<file path="config.mk">
export PLATFORM = sky130hd
export DESIGN_NAME = pll_clock_control
export DESIGN_NICKNAME = d
export VERILOG_FILES = /design/src/core/lock_sync.v /design/src/core/pll_clock_control.v
export VERILOG_INCLUDE_DIRS = /design/src /design/src/core
export SDC_FILE = /design/constraint.sdc
export NUM_CORES = 1
export LEC_CHECK = 0
export ABC_AREA = 1
export BUFFER_PORTS_ARGS = -buffer_cell sky130_fd_sc_hd__buf_2
export CORE_MARGIN = 3
export CORE_UTILIZATION = 37
export DETAILED_ROUTE_END_ITERATION = 10
export PLACE_DENSITY = 0.67
export SYNTH_ARGS = -nofsm -noshare
export SYNTH_HDL_FRONTEND = slang
export SYNTH_SLANG_ARGS = --single-unit
</file>
<file path="constraint.sdc">
create_clock -name clk -period 0.8 [get_ports clk]
set_input_delay 0.12 -clock clk [delete_from_list [all_inputs] [get_ports clk]]
set_output_delay 0.12 -clock clk [all_outputs]
set_load 0.03 [all_outputs]
</file>
<file path="src/core/pll_clock_control_regs.vh">
// Register offsets, field positions and reset values of the loop control block
`ifndef PLL_CLOCK_CONTROL_REGS_VH
`define PLL_CLOCK_CONTROL_REGS_VH

`define PLL_CONTROL_ADDR      8'ha3
`define PLL_DIVIDER_ADDR      8'ha4
`define PLL_CONTROL_RESET     8'h00
`define PLL_DIVIDER_RESET     8'h00
`define BYPASS_BIT            2
`define ENABLE_BIT            1
`define LOCK_BIT              0
`define REF_DIV_MSB           7
`define REF_DIV_LSB           4
`define FB_DIV_MSB            3
`define FB_DIV_LSB            0

`endif

</file>
<file path="src/core/lock_sync.v">
// Two-stage synchroniser for the analog lock level
`timescale 1ns/100ps
`default_nettype none

module lock_sync (
	input  wire clk,
	input  wire rst,
	input  wire levelIn,
	output reg  levelOut
);

	reg stage1_r;

	always @(posedge clk or posedge rst) begin
		if (rst) begin
			stage1_r <= 1'b0;
			levelOut <= 1'b0;
		end else begin
			stage1_r <= levelIn;
			levelOut <= stage1_r;
		end
	end

endmodule // lock_sync

`default_nettype wire

</file>
<file path="src/core/pll_clock_control.v">
// Special-function registers that control the on-chip clock synthesis loop
//
// Contract
// - Bits 7 to 3 of the control register read zero and software must not set them.
// - The bypass bit set selects the external clock and stops the crystal; clear selects the loop output.
// - Writing one to the enable bit turns the loop on and writing zero turns it off.
// - The lock indicator follows the loop's lock state and ignores software writes.
// - After reset the control register reads all zeros: disabled, not bypassed, unlocked.
// - The divider register holds the reference divider in bits 7-4 and feedback divider in 3-0, reset zero.
`timescale 1ns/100ps
`default_nettype none
`include "pll_clock_control_regs.vh"

module pll_clock_control (
	input  wire       clk,
	input  wire       rst,
	input  wire [7:0] sfrAddr,
	input  wire [7:0] sfrWdata,
	input  wire       sfrWr,
	input  wire       sfrRd,
	output reg  [7:0] sfrRdata,
	output reg        sfrHit,
	input  wire       loopLocked,
	output reg        loopEnable,
	output reg        externalClockBypass,
	output reg        crystalEnable,
	output reg  [3:0] referenceDivider,
	output reg  [3:0] feedbackDivider
);

	localparam [7:0] CONTROL_RESET = `PLL_CONTROL_RESET;
	localparam [7:0] DIVIDER_RESET = `PLL_DIVIDER_RESET;

	wire       lockSynced;
	wire [7:0] controlView;
	wire [7:0] dividerView;
	wire       ctlWrite;
	wire       divWrite;
	wire       anyAccess;
	reg  [7:0] readMux;

	// Next values, decoded combinationally and loaded on the clock
	reg        externalClockBypass_nxt;
	reg        crystalEnable_nxt;
	reg        loopEnable_nxt;
	reg  [3:0] referenceDivider_nxt;
	reg  [3:0] feedbackDivider_nxt;
	reg  [7:0] sfrRdata_nxt;
	reg        sfrHit_nxt;

	genvar bitIdx;

	// The lock pin is asynchronous to clk; only the second stage is read
	lock_sync uLockSync (
		.clk      (clk),
		.rst      (rst),
		.levelIn  (loopLocked),
		.levelOut (lockSynced)
	);

	// Address decode shared by the write strobes, the read mux and the hit flag
	function isControl;
		input [7:0] addr;
		begin
			isControl = (addr == `PLL_CONTROL_ADDR);
		end
	endfunction

	function isDivider;
		input [7:0] addr;
		begin
			isDivider = (addr == `PLL_DIVIDER_ADDR);
		end
	endfunction

	function isReg;
		input [7:0] addr;
		begin
			isReg = isControl(addr) || isDivider(addr);
		end
	endfunction

	assign ctlWrite  = sfrWr && isControl(sfrAddr);
	assign divWrite  = sfrWr && isDivider(sfrAddr);
	assign anyAccess = sfrRd || sfrWr;

	// Control register read view, one bit position at a time
	generate
		for (bitIdx = 0; bitIdx < 8; bitIdx = bitIdx + 1) begin : gControlView
			if (bitIdx == `BYPASS_BIT) begin : gBypass
				assign controlView[bitIdx] = externalClockBypass;
			end else if (bitIdx == `ENABLE_BIT) begin : gEnable
				assign controlView[bitIdx] = loopEnable;
			end else if (bitIdx == `LOCK_BIT) begin : gLock
				// Live view of the loop, so a write cannot disturb it
				assign controlView[bitIdx] = lockSynced;
			end else begin : gReserved
				// Tied off so that no later field can leak into a read
				assign controlView[bitIdx] = 1'b0;
			end
		end
	endgenerate

	// Divider register read view
	assign dividerView[`REF_DIV_MSB:`REF_DIV_LSB] = referenceDivider;
	assign dividerView[`FB_DIV_MSB:`FB_DIV_LSB]   = feedbackDivider;

	// Unmapped addresses read as zero
	always @* begin
		readMux = 8'h00;
		if (isControl(sfrAddr)) begin
			readMux = controlView;
		end else if (isDivider(sfrAddr)) begin
			readMux = dividerView;
		end
	end

	always @* begin
		externalClockBypass_nxt = externalClockBypass;
		crystalEnable_nxt       = crystalEnable;
		// Reserved and lock positions of the written byte are discarded
		if (ctlWrite) begin
			externalClockBypass_nxt = sfrWdata[`BYPASS_BIT];
			crystalEnable_nxt       = ~sfrWdata[`BYPASS_BIT];
		end
	end

	// Turning the loop off leaves the dividers alone; the same write reloads the clock selection from its bypass bit
	always @* begin
		loopEnable_nxt = loopEnable;
		if (ctlWrite) begin
			loopEnable_nxt = sfrWdata[`ENABLE_BIT];
		end
	end

	// The loop sees new ratios at once, so they should be set while it is off
	always @* begin
		referenceDivider_nxt = referenceDivider;
		feedbackDivider_nxt  = feedbackDivider;
		if (divWrite) begin
			referenceDivider_nxt = sfrWdata[`REF_DIV_MSB:`REF_DIV_LSB];
			feedbackDivider_nxt  = sfrWdata[`FB_DIV_MSB:`FB_DIV_LSB];
		end
	end

	// A read in the same cycle as a write returns the value before the write
	always @* begin
		sfrRdata_nxt = sfrRdata;
		if (sfrRd) begin
			sfrRdata_nxt = readMux;
		end
	end

	// Hit acknowledges the core; unmapped addresses leave it low
	always @* begin
		sfrHit_nxt = 1'b0;
		if (anyAccess && isReg(sfrAddr)) begin
			sfrHit_nxt = 1'b1;
		end
	end

	// Bypass and crystal gate come from one write, so they never disagree
	always @(posedge clk or posedge rst) begin
		if (rst) begin
			externalClockBypass <= CONTROL_RESET[`BYPASS_BIT];
		end else begin
			externalClockBypass <= externalClockBypass_nxt;
		end
	end

	always @(posedge clk or posedge rst) begin
		if (rst) begin
			crystalEnable <= ~CONTROL_RESET[`BYPASS_BIT];
		end else begin
			crystalEnable <= crystalEnable_nxt;
		end
	end

	always @(posedge clk or posedge rst) begin
		if (rst) begin
			loopEnable <= CONTROL_RESET[`ENABLE_BIT];
		end else begin
			loopEnable <= loopEnable_nxt;
		end
	end

	always @(posedge clk or posedge rst) begin
		if (rst) begin
			referenceDivider <= DIVIDER_RESET[`REF_DIV_MSB:`REF_DIV_LSB];
		end else begin
			referenceDivider <= referenceDivider_nxt;
		end
	end

	always @(posedge clk or posedge rst) begin
		if (rst) begin
			feedbackDivider <= DIVIDER_RESET[`FB_DIV_MSB:`FB_DIV_LSB];
		end else begin
			feedbackDivider <= feedbackDivider_nxt;
		end
	end

	// Read data holds until the next read, so the core may take it late
	always @(posedge clk or posedge rst) begin
		if (rst) begin
			sfrRdata <= 8'h00;
		end else begin
			sfrRdata <= sfrRdata_nxt;
		end
	end

	always @(posedge clk or posedge rst) begin
		if (rst) begin
			sfrHit <= 1'b0;
		end else begin
			sfrHit <= sfrHit_nxt;
		end
	end

endmodule // pll_clock_control

`default_nettype wire

</file>
==> reports/qor.txt <==
Vert. Die Dim: 57.7 um
Routed vias: 1044
Worst slew pin tran: 0.364 ns
Wirelength per Cell: 13.3 um
Biggest regs: sfrRdata (8), feedbackDivider (4), referenceDivider (4)
Post-synthesis mux area share: 0
Switching part of the total: 0.243
CTS tree: built
Area of the multi-input gates: 493 um2
Crit path time final: 1.12 ns
Fillers: 181
Max FFs per register: 8
Synth cell types: 19
# DRC: 0
First-pass GRT wire length: 4280 um
CP max FO: 2
Seq pwr share: 0.478
Top reg by flops: sfrRdata
Drt total wl: 2880 um
WHS: 0.00359 ns
Ant diodes: 0
Detailed Route Iter0 Violations: 26
Post-synthesis compound-gate area fraction: 0.0887
Crit path largest cell delay: 0.56 ns
CTS max path bufs: 2
Post-Syn Area: 987 um2
Initial antenna violation count: 0
Setup TNS Final: -4.30 ns
Synth Area in Simple Gates: 0.294
Clock-pin slew on the worst setup and hold paths: 0.12 ns
Power per cell area: 1350 mW/mm2
# nets final: 208
Dpl hpwl: 1760 um
HP Start: sfrWdata[5]
Final Wtd Congestion: 0.803
Worst Hold Class: primary input to flip-flop
Sequential cell area: 557 um2
Rows: 18
Area grow syn2layout: 84.4%
Root buf cell: clkbuf_4
Worst skew pair latency: 0.31 ns
WP data required: 0.68 ns
GRT overflow: 0
Reg2Reg Setup Slack: -0.10 ns
Synth Register Bits: 22
End-of-flow core utilization: 0.728
Final Total Pwr: 0.00246 W
Synth Area in XOR/XNOR: 0
CP Launch Type: flip-flop
Critical Path Start: crystalEnable
P_sw: 0.000599 W
Tcrit/Tclk final: 1.40
Endpoint class of the critical path: output port
Max Slew Vio Count: 0
Worst reg2reg startpoint: externalClockBypass
RSZ-0062 raised after global routing: yes
Clock power frac: 0.341
Final setup margin: -0.317 ns
Crit path DAT: 1.00 ns
Largest family of logic cells by synthesized area: simple AND/OR/NAND/NOR gates
# port buffers: 40
Peak VDD IR: 1500 uV
Post-route ant nets: 0
Die width: 57.7 um
Skew final: 0.00357 ns
Clk sink count: 22
Mean cell area of the mapped netlist: 8.58 um2
Worst setup path class: flip-flop to output port
Syn Nets: 136
Violated checks: negative setup slack
Worst path cell trace: buf_6
Outcome: finished, violations left
Part of the Yosys area used for sequential elements: 0.559
Drt pass-1 iters: 5
F_max: 895 MHz
Pleak: 0.963 nW
# setup viols final: 23
Max cap viols: 0
DR vias/cell: 4.83
Total Routing Usage GR: 0.167
Core footprint: 0.00250 mm2
H-tree depth: 1
Area share of fa/ha/maj cells after synthesis: 0
Share of layout cells above drive strength 1: 0.602
Max transition margin: 0.757
Final hold violation count: 0
Initial Util: 0.395
CTS Buf Count: 3
Vias in the first global route: 1013
Synthesized instance count: 115
Buffers and inverters on the worst path: 1
Int Pwr: 0.00186 W
Die ar.: 0.00332 mm2
Gate power share: 0.181
Ports: 41
Largest net degree at the start of global routing: 15
Delay-heaviest family, CP: flip-flops
Syn. warnings: 0
Max stage delay cell, worst path: dfstp_2
==> cell families after synthesis <==
kind of cell,count (synthesis)
AO/OA/AOI/OAI,17
buffers and inverters,13
AND/OR/NAND/NOR,63
flip-flops,22
==> what timing repair did <==
action / in CTS / in global routing
pin swaps: 0 / 20
resized for setup: 41 / 41
buffers inserted: 15 / 4
hold buffers: 5 / 1
setup endpoints to repair: 20 / 36
endpoints found under the hold margin: 15 / 1
==> worst paths after layout <==
path                                            end  cells after the start
worst max-delay path                  crystalEnable                      1
worst min-delay path            referenceDivider[1]                      3
worst max register to register          sfrRdata[2]                      5
worst min register to register   uLockSync.levelOut                      0
max in group asynchronous               sfrRdata[4]                      4
min in group asynchronous               sfrRdata[0]                      3
==> through the flow <==
stage	area, um2	std cells	worst slack (ns)
finish	1820	216	-0.317
global route	1820	216	-0.363
CTS	1640	212	-0.327
detailed placement	1300	188	-0.272
global placement	1300	188	-0.228
floorplan	1020	115	-0.0459
==> power by group through the flow <==
stage / registers (W) / logic (W) / clock network [W]
3_5_place_dp: 0.00119 / 0.000294 / 0
5_1_grt: 0.00118 / 0.000476 / 0.000896
4_1_cts: 0.00117 / 0.000388 / 0.000853
2_1_floorplan: 0.00124 / 0.000109 / 0
6_report: 0.00118 / 0.000446 / 0.000841
3_3_place_gp: 0.00119 / 0.000287 / 0
==> metal layers <==
layer  track usage  share of wire  vias up
met4        0.0430          0.030        0
met2         0.277           0.53       35
met3        0.0512          0.057       10
met1         0.212           0.39      491
met5             0              0        -
li1              -              -      508
==> area by class of cell <==
| type | count | share of cell area |
|---|---|---|
| clock buffer | 3 | 0.0124 |
| clock inverter | 1 | 0.0165 |
| inverter | 10 | 0.0316 |
| multi-input combinational | 80 | 0.271 |
| sequential | 22 | 0.306 |
| tap | 30 | 0.0206 |
| timing repair buffer | 70 | 0.342 |
==> cells in the final DEF, fill, tap and decap left out, drive strengths merged <==
cell type	instances
buf	64
nand2	52
dfrtp	21
o21ai	16
inv	9
dlygate4sd3	6
nand3	6
nor2	5
clkbuf	3
clkinv	1
a22oi	1
bufinv	1
dfstp	1
==> cells in the mapped netlist <==
library cell / n / area [um2]
buf_6: 1 / 11.3
nor2_4: 2 / 22.5
clkinv_1: 1 / 3.75
nor2_1: 1 / 3.75
dfrtp_1: 21 / 526
dfstp_2: 1 / 26.3
inv_1: 6 / 22.5
nand2_4: 1 / 11.3
nor2_8: 1 / 20.0
nand2_2: 2 / 12.5
inv_2: 3 / 11.3
clkbuf_1: 1 / 3.75
nor2_2: 1 / 6.26
buf_2: 1 / 5.00
a22oi_1: 1 / 7.51
nand3_1: 6 / 30.0
nand2_1: 49 / 184
o21ai_0: 5 / 25.0
o21ai_1: 11 / 55.1
Power figures use the tool's default switching activity.
